$ cat src/ext_irq_map.svh
// Register offsets, field positions and reset values of the pin interrupt unit
`ifndef EXT_IRQ_MAP_SVH
`define EXT_IRQ_MAP_SVH

`define ADDR_SENSE_CTRL 8'h35
`define ADDR_CHG_MASK_TWO 8'h05
`define ADDR_CHG_MASK_ONE 8'h30
`define ADDR_CHG_MASK_ZERO 8'h31
`define ADDR_IRQ_MASK 8'h32
`define ADDR_IRQ_FLAGS 8'h33

`define RST_BYTE 8'h00
`define RST_BIT 1'b0
`define ZERO_BYTE 8'h00

`define BIT_EXT_ONE 7
`define BIT_EXT_ZERO 6
`define BIT_CHG_ZERO 5
`define BIT_CHG_TWO 4
`define BIT_CHG_ONE 3

`define SENSE1_HI 3
`define SENSE1_LO 2
`define SENSE0_HI 1
`define SENSE0_LO 0
`define SLEEP_HI 7
`define SLEEP_LO 4

`define GRP0_HI 7
`define GRP0_LO 0
`define GRP1_HI 10
`define GRP1_LO 8
`define GRP2_HI 17
`define GRP2_LO 11

`define CHG_ZERO_W 8
`define CHG_ONE_W 3
`define CHG_TWO_W 7
`define CHG_TOTAL_W 18

`endif

$ cat src/ext_irq_pkg.sv
// Types shared by the pin interrupt unit
`default_nettype none
package ext_irq_pkg;
   // Order follows the two-bit sense field encoding
   typedef enum logic [1:0] {
      sense_low,
      sense_any,
      sense_fall,
      sense_rise
   } sense_mode_e;
endpackage
`default_nettype wire

$ cat src/ext_sense_if.sv
// Signals between the top and one external pin sense detector
`default_nettype none
interface ext_sense_if;
   import ext_irq_pkg::*;
   sense_mode_e mode;
   logic pin;
   logic clk_run;
   logic trigger;
   logic level_low;
   modport top (output mode, output pin, output clk_run,
                input trigger, input level_low);
   modport detector (input mode, input pin, input clk_run,
                     output trigger, output level_low);
endinterface
`default_nettype wire

$ cat src/ext_pin_irq_unit.sv
// Top of the external pin and pin change interrupt unit
//
// Notes on behaviour
// - Group zero fires on enabled toggle 7..0
// - Group one fires on enabled toggle 10..8
// - Group two fires on enabled toggle 17..11
// - Three masks pick pins for groups
// - Pins still fire when driven as outputs
// - Pin change detection needs no I/O clock
// - Edge sensing needs running I/O clock
// - Low level sensing needs no I/O clock
// - Low level must last through wake-up
// - Low gone early: wake without interrupt
// - Level mode requests while pin low
// - Pin one sense field bits 3:2
// - Pin zero sense field bits 1:0
// - Pin sampled before edge detection
// - Mask bit 7 enables pin one
// - Mask bit 6 enables pin zero
// - Mask bit 5 enables group zero
// - Mask bit 4 enables group two
// - Mask bit 3 enables group one
// - Mask bits 2..0 read zero
// - Flag sets on trigger, clears on ack/write-one
// - Pin flag reads clear in level mode
// - Each mask bit gates its pin
`default_nettype none
`include "ext_irq_map.svh"
module ext_pin_irq_unit
   import ext_irq_pkg::*;
#(
   parameter int CHANGE_WIDTH = `CHG_TOTAL_W,
   parameter int SYNC_STAGES = 2
) (
   input wire logic core_clk,
   input wire logic rst_n,
   input wire logic [7:0] addr,
   input wire logic [7:0] wdata,
   input wire logic wr,
   input wire logic rd,
   output logic [7:0] rdata,
   input wire logic ext_irq_pin_zero,
   input wire logic ext_irq_pin_one,
   input wire logic [CHANGE_WIDTH-1:0] change_inputs,
   input wire logic global_irq_en,
   input wire logic io_clk_running,
   input wire logic ext_zero_ack,
   input wire logic ext_one_ack,
   input wire logic change_group_zero_ack,
   input wire logic change_group_one_ack,
   input wire logic change_group_two_ack,
   output logic ext_zero_req,
   output logic ext_one_req,
   output logic change_group_zero_req,
   output logic change_group_one_req,
   output logic change_group_two_req,
   output logic wake_req,
   output logic [3:0] sleep_ctrl
);
   localparam int PIN_W = CHANGE_WIDTH + 2;

   // The group split is fixed, so only the documented width is served
   initial begin
      if (CHANGE_WIDTH != `CHG_TOTAL_W) begin
         $error("CHANGE_WIDTH must equal the fixed group layout");
      end
      if (SYNC_STAGES < 2) begin
         $error("SYNC_STAGES below two is no synchroniser");
      end
   end

   // Set wins over clear, so an event in the clearing cycle survives
   function automatic logic next_flag(input logic flag, input logic set,
                                      input logic clr);
      next_flag = set | (flag & ~clr);
   endfunction

   function automatic logic hit(input logic [7:0] a, input logic [7:0] b);
      hit = (a == b);
   endfunction

   // Registers
   logic [7:0] sense_and_sleep_control;
   logic [7:0] ext_irq_enable_mask;
   logic [`CHG_ZERO_W-1:0] change_mask_zero;
   logic [`CHG_ONE_W-1:0] change_mask_one;
   logic [`CHG_TWO_W-1:0] change_mask_two;
   logic ext_zero_pending;
   logic ext_one_pending;
   logic change_zero_pending;
   logic change_one_pending;
   logic change_two_pending;

   // Pin synchronisers; stage zero is read only by stage one
   logic [PIN_W-1:0] sync_pipe [SYNC_STAGES];
   logic [PIN_W-1:0] pins_sync;
   logic [CHANGE_WIDTH-1:0] change_sync;
   logic [CHANGE_WIDTH-1:0] change_prev;
   logic [CHANGE_WIDTH-1:0] toggled;
   logic group_zero_hit;
   logic group_one_hit;
   logic group_two_hit;

   logic wr_flags;
   logic ext_zero_clr;
   logic ext_one_clr;
   logic chg_zero_clr;
   logic chg_one_clr;
   logic chg_two_clr;
   logic zero_is_level;
   logic one_is_level;
   logic [7:0] flags_view;
   logic [7:0] next_rdata;

   ext_sense_if sense_zero ();
   ext_sense_if sense_one ();

   // Pads are read as levels whatever drives them, so writing a pin that
   // is an output raises the interrupt just the same
   // No reset here: the stages keep following the pads through reset, so
   // a register write at the first edge after release sees no false edge
   always_ff @(posedge core_clk) begin
      sync_pipe[0] <= {ext_irq_pin_one, ext_irq_pin_zero,
                       change_inputs};
      for (int i = 1; i < SYNC_STAGES; i++) begin
         sync_pipe[i] <= sync_pipe[i-1];
      end
   end

   assign pins_sync = sync_pipe[SYNC_STAGES-1];
   assign change_sync = pins_sync[CHANGE_WIDTH-1:0];

   // Pin zero and pin one detectors
   assign sense_zero.mode =
      sense_mode_e'(sense_and_sleep_control[`SENSE0_HI:`SENSE0_LO]);
   assign sense_zero.pin = pins_sync[CHANGE_WIDTH];
   assign sense_zero.clk_run = io_clk_running;
   assign sense_one.mode =
      sense_mode_e'(sense_and_sleep_control[`SENSE1_HI:`SENSE1_LO]);
   assign sense_one.pin = pins_sync[CHANGE_WIDTH+1];
   assign sense_one.clk_run = io_clk_running;

   ext_pin_sense u_sense_zero (
      .core_clk(core_clk),
      .rst_n(rst_n),
      .sense(sense_zero.detector)
   );

   ext_pin_sense u_sense_one (
      .core_clk(core_clk),
      .rst_n(rst_n),
      .sense(sense_one.detector)
   );

   assign zero_is_level = (sense_zero.mode == sense_low);
   assign one_is_level = (sense_one.mode == sense_low);

   // Pin change sampling runs on the always-on clock, not the I/O clock,
   // so a change is seen in every sleep mode
   // Previous sample also runs through reset to match the synchroniser
   always_ff @(posedge core_clk) begin
      change_prev <= change_sync;
   end

   assign toggled = change_sync ^ change_prev;

   // Each mask bit gates exactly its own pin inside the group
   assign group_zero_hit =
      |(toggled[`GRP0_HI:`GRP0_LO] & change_mask_zero);
   assign group_one_hit =
      |(toggled[`GRP1_HI:`GRP1_LO] & change_mask_one);
   assign group_two_hit =
      |(toggled[`GRP2_HI:`GRP2_LO] & change_mask_two);

   // Register writes
   assign wr_flags = wr & hit(addr, `ADDR_IRQ_FLAGS);

   always_ff @(posedge core_clk) begin
      if (!rst_n) begin
         sense_and_sleep_control <= `RST_BYTE;
      end else if (wr && hit(addr, `ADDR_SENSE_CTRL)) begin
         sense_and_sleep_control <= wdata;
      end
   end

   // Reserved mask bits are never stored, so they always read zero
   always_ff @(posedge core_clk) begin
      if (!rst_n) begin
         ext_irq_enable_mask <= `RST_BYTE;
      end else if (wr && hit(addr, `ADDR_IRQ_MASK)) begin
         ext_irq_enable_mask <= `ZERO_BYTE;
         ext_irq_enable_mask[`BIT_EXT_ONE] <= wdata[`BIT_EXT_ONE];
         ext_irq_enable_mask[`BIT_EXT_ZERO] <= wdata[`BIT_EXT_ZERO];
         ext_irq_enable_mask[`BIT_CHG_ZERO] <= wdata[`BIT_CHG_ZERO];
         ext_irq_enable_mask[`BIT_CHG_TWO] <= wdata[`BIT_CHG_TWO];
         ext_irq_enable_mask[`BIT_CHG_ONE] <= wdata[`BIT_CHG_ONE];
      end
   end

   always_ff @(posedge core_clk) begin
      if (!rst_n) begin
         change_mask_zero <= '0;
         change_mask_one <= '0;
         change_mask_two <= '0;
      end else if (wr) begin
         if (hit(addr, `ADDR_CHG_MASK_ZERO)) begin
            change_mask_zero <= wdata[`CHG_ZERO_W-1:0];
         end else if (hit(addr, `ADDR_CHG_MASK_ONE)) begin
            change_mask_one <= wdata[`CHG_ONE_W-1:0];
         end else if (hit(addr, `ADDR_CHG_MASK_TWO)) begin
            change_mask_two <= wdata[`CHG_TWO_W-1:0];
         end
      end
   end

   // Flag clears: write one from software, or the core entering the vector
   assign ext_zero_clr = (wr_flags & wdata[`BIT_EXT_ZERO]) | ext_zero_ack;
   assign ext_one_clr = (wr_flags & wdata[`BIT_EXT_ONE]) | ext_one_ack;
   assign chg_zero_clr = (wr_flags & wdata[`BIT_CHG_ZERO]) |
                         change_group_zero_ack;
   assign chg_one_clr = (wr_flags & wdata[`BIT_CHG_ONE]) |
                        change_group_one_ack;
   assign chg_two_clr = (wr_flags & wdata[`BIT_CHG_TWO]) |
                        change_group_two_ack;

   // External pin flags are held clear while their pin is level sensed
   always_ff @(posedge core_clk) begin
      if (!rst_n) begin
         ext_zero_pending <= `RST_BIT;
         ext_one_pending <= `RST_BIT;
      end else begin
         if (zero_is_level) begin
            ext_zero_pending <= 1'b0;
         end else begin
            ext_zero_pending <= next_flag(ext_zero_pending,
                                          sense_zero.trigger,
                                          ext_zero_clr);
         end
         if (one_is_level) begin
            ext_one_pending <= 1'b0;
         end else begin
            ext_one_pending <= next_flag(ext_one_pending,
                                         sense_one.trigger,
                                         ext_one_clr);
         end
      end
   end

   always_ff @(posedge core_clk) begin
      if (!rst_n) begin
         change_zero_pending <= `RST_BIT;
         change_one_pending <= `RST_BIT;
         change_two_pending <= `RST_BIT;
      end else begin
         change_zero_pending <= next_flag(change_zero_pending,
                                          group_zero_hit,
                                          chg_zero_clr);
         change_one_pending <= next_flag(change_one_pending,
                                         group_one_hit,
                                         chg_one_clr);
         change_two_pending <= next_flag(change_two_pending,
                                         group_two_hit,
                                         chg_two_clr);
      end
   end

   // Requests to the core. A level request is the live pin, so a low that
   // goes away before the core wakes leaves no request behind; the pin
   // driver must keep it low through start-up and the current instruction
   always_comb begin
      ext_one_req = 1'b0;
      ext_zero_req = 1'b0;
      if (global_irq_en && ext_irq_enable_mask[`BIT_EXT_ONE]) begin
         if (one_is_level) begin
            ext_one_req = sense_one.level_low;
         end else begin
            ext_one_req = ext_one_pending;
         end
      end
      if (global_irq_en && ext_irq_enable_mask[`BIT_EXT_ZERO]) begin
         if (zero_is_level) begin
            ext_zero_req = sense_zero.level_low;
         end else begin
            ext_zero_req = ext_zero_pending;
         end
      end
   end

   assign change_group_zero_req = global_irq_en &
      ext_irq_enable_mask[`BIT_CHG_ZERO] & change_zero_pending;
   assign change_group_two_req = global_irq_en &
      ext_irq_enable_mask[`BIT_CHG_TWO] & change_two_pending;
   assign change_group_one_req = global_irq_en &
      ext_irq_enable_mask[`BIT_CHG_ONE] & change_one_pending;

   // Wake-up ignores the global flag: a masked-off core still wakes and
   // then simply continues after its sleep instruction
   assign wake_req =
      (ext_irq_enable_mask[`BIT_EXT_ZERO] & sense_zero.level_low) |
      (ext_irq_enable_mask[`BIT_EXT_ONE] & sense_one.level_low) |
      (ext_irq_enable_mask[`BIT_CHG_ZERO] & change_zero_pending) |
      (ext_irq_enable_mask[`BIT_CHG_ONE] & change_one_pending) |
      (ext_irq_enable_mask[`BIT_CHG_TWO] & change_two_pending);

   assign sleep_ctrl = sense_and_sleep_control[`SLEEP_HI:`SLEEP_LO];

   // Read path
   always_comb begin
      flags_view = `ZERO_BYTE;
      flags_view[`BIT_EXT_ONE] = ext_one_pending;
      flags_view[`BIT_EXT_ZERO] = ext_zero_pending;
      flags_view[`BIT_CHG_ZERO] = change_zero_pending;
      flags_view[`BIT_CHG_TWO] = change_two_pending;
      flags_view[`BIT_CHG_ONE] = change_one_pending;
   end

   always_comb begin
      next_rdata = `ZERO_BYTE;
      if (hit(addr, `ADDR_SENSE_CTRL)) begin
         next_rdata = sense_and_sleep_control;
      end else if (hit(addr, `ADDR_IRQ_MASK)) begin
         next_rdata = ext_irq_enable_mask;
      end else if (hit(addr, `ADDR_IRQ_FLAGS)) begin
         next_rdata = flags_view;
      end else if (hit(addr, `ADDR_CHG_MASK_ZERO)) begin
         next_rdata = change_mask_zero;
      end else if (hit(addr, `ADDR_CHG_MASK_ONE)) begin
         next_rdata = {5'h00, change_mask_one};
      end else if (hit(addr, `ADDR_CHG_MASK_TWO)) begin
         next_rdata = {1'h0, change_mask_two};
      end
   end

   // Read data stand only in the cycle after the strobe
   always_ff @(posedge core_clk) begin
      if (!rst_n) begin
         rdata <= `RST_BYTE;
      end else if (rd) begin
         rdata <= next_rdata;
      end else begin
         rdata <= `ZERO_BYTE;
      end
   end
endmodule // ext_pin_irq_unit
`default_nettype wire

$ cat src/ext_pin_sense.sv
// Edge, change and low level detector for one synchronised external pin
`default_nettype none
`include "ext_irq_map.svh"
module ext_pin_sense
   import ext_irq_pkg::*;
(
   input wire logic core_clk,
   input wire logic rst_n,
   ext_sense_if.detector sense
);
   logic prev;
   logic rise;
   logic fall;

   // Previous sample; the pin was synchronised before it got here.
   // It keeps tracking through reset, so release shows no false edge
   always_ff @(posedge core_clk) begin
      prev <= sense.pin;
   end

   assign rise = sense.pin & ~prev;
   assign fall = ~sense.pin & prev;

   // Edges count only while the I/O clock runs
   always_comb begin
      sense.trigger = 1'b0;
      if (sense.clk_run && rst_n) begin
         case (sense.mode)
            sense_any: sense.trigger = rise | fall;
            sense_fall: sense.trigger = fall;
            sense_rise: sense.trigger = rise;
            default: sense.trigger = 1'b0;
         endcase
      end
   end

   // Level needs no I/O clock
   assign sense.level_low = (sense.mode == sense_low) & ~sense.pin;
endmodule // ext_pin_sense
`default_nettype wire

$ cat config.mk
export PLATFORM = sky130hd
export DESIGN_NAME = ext_pin_irq_unit
export DESIGN_NICKNAME = d
export VERILOG_FILES = /design/src/ext_irq_pkg.sv /design/src/ext_sense_if.sv /design/src/ext_pin_irq_unit.sv /design/src/ext_pin_sense.sv
export VERILOG_INCLUDE_DIRS = /design/src /design/src/src
export SDC_FILE = /design/constraint.sdc
export NUM_CORES = 1
export LEC_CHECK = 0
export BUFFER_PORTS_ARGS = -buffer_cell sky130_fd_sc_hd__buf_4
export CAP_MARGIN = 25
export CELL_PAD_IN_SITES_DETAIL_PLACEMENT = 1
export CELL_PAD_IN_SITES_GLOBAL_PLACEMENT = 2
export CORE_ASPECT_RATIO = 0.8
export CORE_UTILIZATION = 35
export CTS_CLUSTER_SIZE = 24
export DETAILED_ROUTE_END_ITERATION = 7
export PLACE_DENSITY = 0.86
export SLEW_MARGIN = 25
export SYNTH_ARGS = -nofsm -noshare
export SYNTH_HDL_FRONTEND = slang
export SYNTH_SLANG_ARGS = --single-unit
$ cat constraint.sdc
create_clock -name core_clk -period 2 [get_ports core_clk]
set_input_delay 0.2 -clock core_clk [delete_from_list [all_inputs] [get_ports core_clk]]
set_output_delay 0.2 -clock core_clk [all_outputs]
set_load 0.02 [all_outputs]
==> results of run 1 <==
[stage by stage]
stage / std cells / util, % / hold WS (ns)
3_3_place_gp: 555 / 42.68 / 0.3042
2_1_floorplan: 362 / - / 0.2277
4_1_cts: 591 / 47.49 / 0.08713
3_5_place_dp: 555 / 42.68 / 0.3054
5_1_grt: 591 / 47.49 / 0.09309
6_report: 591 / 47.49 / 0.09167
[power groups by stage]
| stage | combinational (W) | clock (W) | sequential (W) |
|---|---|---|---|
| after global placement | 0.000230 | 0 | 0.00221 |
| after global routing | 0.000289 | 0.00191 | 0.00217 |
| after floorplan | 0.000111 | 0 | 0.00221 |
| after CTS | 0.000269 | 0.00183 | 0.00217 |
| after detailed placement | 0.000236 | 0 | 0.00221 |
| final | 0.000268 | 0.00179 | 0.00216 |
[sequential cells by signal, indices dropped and copies added (netlist names), 3 cells and up]
signal,count
sync_pipe,40
ext_irq_enable_mask,5
change_mask_two,7
change_prev,18
change_mask_one,3
change_mask_zero,8
rdata,8
sense_and_sleep_control,8
[cell type report]
class,count,share of cell area (%)
Timing Repair Buffer,96,15.79
Clock buffer,9,4.540
Sequential cell,104,41.97
Multi-Input combinational cell,224,31.78
Tap cell,140,3.531
Inverter,11,0.8323
Clock inverter,7,1.564
[how the worst max path moves through the flow]
stage                                    start             endpoint  slack [ns]  depth (start not counted)
detailed placement                     addr[7]      ext_one_pending        0.05                          6
global route        sense_and_sleep_control[2]             wake_req        0.24                          4
floorplan                              addr[7]  change_mask_zero[6]        0.26                          7
global placement                       addr[7]     ext_zero_pending        0.09                          6
finish              sense_and_sleep_control[2]          ext_one_req        0.34                          4
CTS                 sense_and_sleep_control[2]          ext_one_req        0.35                          4
[worst register-to-register path, delay by kind of cell (launching register included)]
kind | cells | cell delay [ns]
AO/OA/AOI/OAI | 3 | 0.73
flip-flops | 1 | 0.48
[per-layer routing]
metal / share of wire [%] / routed length (um) / up-vias
met5: 0 / 0 / -
met4: 1.2 / 118 / 0
met3: 5.8 / 579 / 10
met2: 45 / 4415 / 76
met1: 48 / 4798 / 1403
li1: - / - / 1432
[cell families (layout without fill, tap and decap cells)]
logic type      count (synthesis)  count (layout)  share of synthesized area [%]
compound gates                 72              72                          14.02
xor+xnor                       18              18                          4.116
fa+ha+maj                       4               4                          1.307
buf+inv                        34             123                          4.476
flops                         104             104                          54.36
mux                            21              21                          5.586
simple gates                  109             109                          16.14
[cell usage after synthesis (6+ instances only)]
cell	count	area share, %
o22ai_1	7	1.1
nand2b_1	6	0.98
a22oi_1	10	2.0
nor2_1	10	0.98
nand2_1	35	3.4
a21oi_1	9	1.2
dfxtp_1	104	54
nand3_1	16	2.1
mux2i_1	18	4.7
xor2_1	18	4.1
nor2b_1	19	3.1
clkbuf_1	9	0.88
inv_1	11	1.1
o21ai_2	8	1.8
[repair_timing]
| item | CTS | global route |
|---|---|---|
| hold buffers | 20 | 0 |
| buffers inserted | 0 | 0 |
| hold endpoints to repair | 20 | 0 |
==> flow_summary_export.csv, run 1 <==
group,metric,value,unit
route,drt-initial-drc-count,166,
timing,skew,0.004112,ns
route,via_per_inst,4.942,
pwr,swShare,22.75,%
pwr,leakagePower,1.970,nW
global_routing,use_met2,28.61,%
critical_path,crit_fanout,8,
critical_path,required,1.80,ns
global_routing,grt_max_degree,48,
job,cap_violations,0,
critical_path,worstPathCellList,"o21ai_0 > o31ai_1 > and3_1 > buf_4",
global_routing,grt_pass1_vias,2938,
pwr,p_seq_share,51.3,%
global_routing,grt.busiest_layer,"met2",
floorplan,start_util,36.66,%
timing,hold_violations,0,
route,vias,2921,
cells_and_area,layout_commonest_cell,"dfxtp_1",
logic_synthesis,synth_warnings,0,
hold_path,hold_depth,2,
floorplan,rows,33,
logic_synthesis,netlist_area,3830,sq um
logic_synthesis,synth_nets,413,
cts,cts-root-buf,"clkbuf_16",
timing,rsz0062_at_grt,"no",
outcome,status,"finished, final reports clean",
timing,layout_setup_ws,0.3414,ns
pwr,p_clk_share,42.3,%
cells_and_area,syn_to_final_growth,29.53,%
cts,cts_buffer_depth,2,
critical_path,critPathCaptureType,"output port",
logic_synthesis,synthFlopType,"dfxtp_1",
placement,io_buffers,64,
cells_and_area,drive_gt1_share,25.06,%
cells_and_area,seq_area,2082,sq um
timing,max_clock_freq,602.9,MHz
floorplan,die_x,119.0,um
cells_and_area,nFillCells,1140,
pwr,powerDensity,850.5,nW/um^2
critical_path,crit_slowest_cell,"dfxtp_1",
hold_path,hold_start,"io_clk_running",
timing,finalCriticalPeriod,1.659,ns
logic_synthesis,synth.distinct_cells,52,
cts,clk_latency,0.35,ns
critical_path,timing.rr.end,"rdata[1]",
route,wl,9912,um
logic_synthesis,ys_ff_latch,104,
placement,post-place-ws,0.05384,ns
cts,post_cts_resize_count,0,
global_routing,grtUsageMet3,5.144,%
cts,clk_pin_slew,0.07,ns
timing,relSlewSlack,69.51,%
critical_path,critPathBufInv,1,
cells_and_area,multi_input_area,1577,sq um
timing,totalNegativeSetupSlack,0,ns
cts,ctsHtreeMaxLevel,3,
logic_synthesis,synth_edf_count,0,
pwr,p_sw,0.0009597,W
placement,placed_cell_area,4458,sq um
floorplan,pin_count,65,
logic_synthesis,synth-seq-area-share,54.36,%
timing,worst_pin_slew,0.4574,ns
critical_path,start_kind,"register",
route,wl_per_cell,16.77,um
floorplan,die_y,95.57,um
route,drcViolationCount,0,
cts,numClockSinks,104,
route,antenna_left,0,
route,drt_first_pass_iters,5,
placement,gp_congestion,0.8447,
pwr,p_int,0.003260,W
floorplan,dieArea,11370,sq um
logic_synthesis,synth-async-reset-ratio,0,%
hold_path,holdPathEnd,"ext_zero_pending",
critical_path,worst-r2r-setup-slack,0.65,ns
cells_and_area,diodes,0,
hold_path,hold_path.class,"in -> reg",
pwr,ir_worst_vdd,0.4796,mV
timing,fin_crit_sh,82.93,%
critical_path,r2r_cells,3,
cells_and_area,nets,497,
critical_path,reg2reg_from,"sense_and_sleep_control[1]",
critical_path,slowest_delay,0.56,ns
critical_path,critPathTopFamily,"flip-flops",
logic_synthesis,avgSynthCellArea,10.58,sq um
global_routing,grt_overflow,0,
global_routing,use_met1,25.19,%
global_routing,antenna_found_initial,0,
critical_path,worstPathArrival,1.46,ns
timing,slew_violations,0,
placement,place.detailed.hpwl,7253,um
cells_and_area,layout_common_cells,"dfxtp_1, buf_4, nand2_1",
pwr,power_frac_comb,6.3,%
global_routing,grt_first_pass_wirelength,15660,um
timing,final-setup-viol-count,0,
logic_synthesis,postSynthCellCount,362,
critical_path,critPathKind,"reg -> out",
global_routing,grt_usage,18.51,%
cells_and_area,final_area,4961,sq um
pwr,finalPower,0.004219,W
cts,numCtsBuffers,9,
floorplan,core-area,10450,sq um
cts,cts_tree,"built",
Power figures use the tool's default switching activity.
==> inputs of run 2 (changes only) <==
Settings changed: ABC_AREA set to 1, CORE_UTILIZATION 35 to 32.
Clock period 2 ns to 1.7 ns, I/O delays scaled along.
==> flow_summary_export.csv, run 2 <==
group,metric,value,unit
timing,slew_violations,0,
critical_path,worstPathCellList,"nor2_1 > inv_1 > nor2_2 > a21oi_1 > nor3_1 > buf_4",
outcome,status,"complete, but fails checks",
global_routing,use_met2,29.39,%
route,antenna_left,0,
cts,ctsHtreeMaxLevel,3,
critical_path,slowest_delay,0.34,ns
cts,clk_pin_slew,0.07,ns
global_routing,grt_overflow,0,
cts,cts_buffer_depth,2,
floorplan,start_util,33.29,%
cts,cts-root-buf,"clkbuf_16",
logic_synthesis,synth_nets,531,
critical_path,start_kind,"register",
critical_path,critPathTopFamily,"simple AND/OR/NAND/NOR gates",
floorplan,die_x,125.1,um
route,vias,3296,
logic_synthesis,yosysTopAreaCell,"dfxtp_1",
placement,gp_congestion,0.8143,
global_routing,antenna_found_initial,0,
placement,place.detailed.hpwl,7646,um
cts,cts_tree,"built",
pwr,powerDensity,969.0,nW/um^2
pwr,leakagePower,2.211,nW
cells_and_area,drive_gt1_share,17.78,%
logic_synthesis,synth_edf_count,0,
placement,post-place-ws,0.1435,ns
floorplan,rows,35,
cells_and_area,layout_commonest_cell,"dfxtp_1",
floorplan,dieArea,12560,sq um
cells_and_area,nets,614,
logic_synthesis,synth-seq-area-share,53.69,%
logic_synthesis,postSynthCellCount,480,
hold_path,hold_path.class,"in -> reg",
logic_synthesis,synthTopCellsByCount,"dfxtp_1, nand2_1, nor2_1, inv_1, nand3_1",
timing,final-setup-viol-count,0,
cts,numClockSinks,104,
timing,finalCriticalPeriod,1.590,ns
cts,post_cts_buffers,0,
timing,skew,0.005709,ns
pwr,ir_worst_vdd,0.4896,mV
critical_path,critPathCaptureType,"output port",
global_routing,grt_max_degree,28,
critical_path,worst-r2r-setup-slack,0.54,ns
route,wl,10250,um
placement,place_inst,680,
timing,worst_hold_slack,0.07804,ns
logic_synthesis,synth.distinct_cells,27,
critical_path,critPathBufInv,2,
job,cap_violations,0,
critical_path,worstPathArrival,1.42,ns
cells_and_area,largest_register_ffs,40,
cells_and_area,seq_area,2083,sq um
route,drcViolationCount,16,
timing,rsz0062_at_grt,"no",
global_routing,grt.busiest_layer,"met2",
placement,io_buffers,64,
logic_synthesis,synth_top_area_share,53.69,%
floorplan,core-area,11650,sq um
global_routing,grt_pass1_vias,3222,
timing,totalNegativeSetupSlack,0,ns
logic_synthesis,synth_most_common_cell,"dfxtp_1",
route,wl_per_cell,14.31,um
route,drt_first_pass_iters,8,
timing,hold_violations,0,
global_routing,grt_usage,17.53,%
cells_and_area,multi_input_area,1469,sq um
timing,max_clock_freq,629.1,MHz
critical_path,crit_fanout,4,
cells_and_area,finalNonFillerCells,716,
global_routing,grtUsageMet3,4.140,%
cells_and_area,syn_to_final_growth,27.59,%
cts,clk_latency,0.35,ns
outcome,violations,"DRC",
timing,worst_pin_slew,0.4425,ns
critical_path,required,1.53,ns
timing,relSlewSlack,70.39,%
logic_synthesis,ys_ff_latch,104,
logic_synthesis,yosys-top-cells-area,"dfxtp_1, nand2_1, nand3_1",
global_routing,grt_first_pass_wirelength,16580,um
cells_and_area,regMostFlops,"sync_pipe",
timing,layout_setup_ws,0.1103,ns
global_routing,use_met1,22.24,%
logic_synthesis,avgSynthCellArea,8.078,sq um
floorplan,pin_count,65,
cells_and_area,diodes,0,
critical_path,crit_slowest_cell,"dfxtp_2",
route,drt-initial-drc-count,163,
logic_synthesis,synth-async-reset-ratio,0,%
logic_synthesis,synthFlopType,"dfxtp_1",
placement,placed_cell_area,4459,sq um
cells_and_area,layout_common_cells,"dfxtp_1, nand2_1, buf_4",
critical_path,critPathKind,"reg -> out",
route,via_per_inst,4.603,
timing,fin_crit_sh,93.51,%
logic_synthesis,netlist_area,3877,sq um
cells_and_area,final_area,4947,sq um
cells_and_area,largestRegisters,"sync_pipe: 40 flops, change_prev: 18 flops",
cells_and_area,nFillCells,1406,
floorplan,die_y,100.5,um
cts,numCtsBuffers,9,
logic_synthesis,synth_warnings,0,
## run 2: cell families (layout without fill, tap and decap cells)
logic type | after synthesis | count (layout) | synth area share, %
XOR/XNOR | 1 | 1 | 0.2259
AO/OA/AOI/OAI | 62 | 62 | 8.100
adder cells (fa/ha/maj) | 4 | 4 | 1.291
AND/OR/NAND/NOR | 233 | 233 | 28.14
buffers and inverters | 76 | 164 | 8.551
flip-flops | 104 | 104 | 53.69
## run 2: report_power, final
part	switching, W	internal (W)	total (W)
registers	0.0000382	0.00251	0.00255
clock network	0.000917	0.00104	0.00195
logic	0.000150	0.000137	0.000287
total	0.00110	0.00369	0.00479
## run 2: tightest hold or removal path: stages
cell     delay, ns
buf_4         0.08
nor2_1        0.03
nand2_1       0.05
a21oi_1       0.05
## run 2: cell type report
class                      instances  share of cell area, %
multi-input combinational        300                  29.69
tap                              148                  3.743
clock buffer                      10                  4.831
inverter                          62                  4.704
clock inverter                     6                 0.8599
sequential                       104                  42.11
timing repair buffer              86                  14.06
## run 2: what timing repair did
item	in CTS	in global routing
hold endpoints to repair	20	0
resized for setup	0	3
endpoints found under the setup margin	0	2
hold buffers	20	0
## run 2: final timing paths
kind | from | endpoint | depth (start not counted)
worst max-delay path | sense_and_sleep_control[3] | ext_one_req | 6
worst min-delay path | ext_zero_ack | ext_zero_pending | 4
worst max register to register | u_sense_one.prev | ext_one_pending | 5
worst min register to register | sync_pipe[0][3] | sync_pipe[0][23] | 0
## run 2: per-stage QoR
stage          util, %  power, W
2_1_floorplan        -  0.002709
3_3_place_gp     38.28  0.002845
3_5_place_dp     38.28  0.002861
4_1_cts          42.42  0.004867
5_1_grt          42.47  0.004985
6_report         42.47  0.004794
## run 2: per-layer routing
layer	vias to the layer above	share of wire [%]
met2	53	47
met3	11	3.7
met1	1554	48
li1	1678	-
met4	0	1.4
met5	-	0
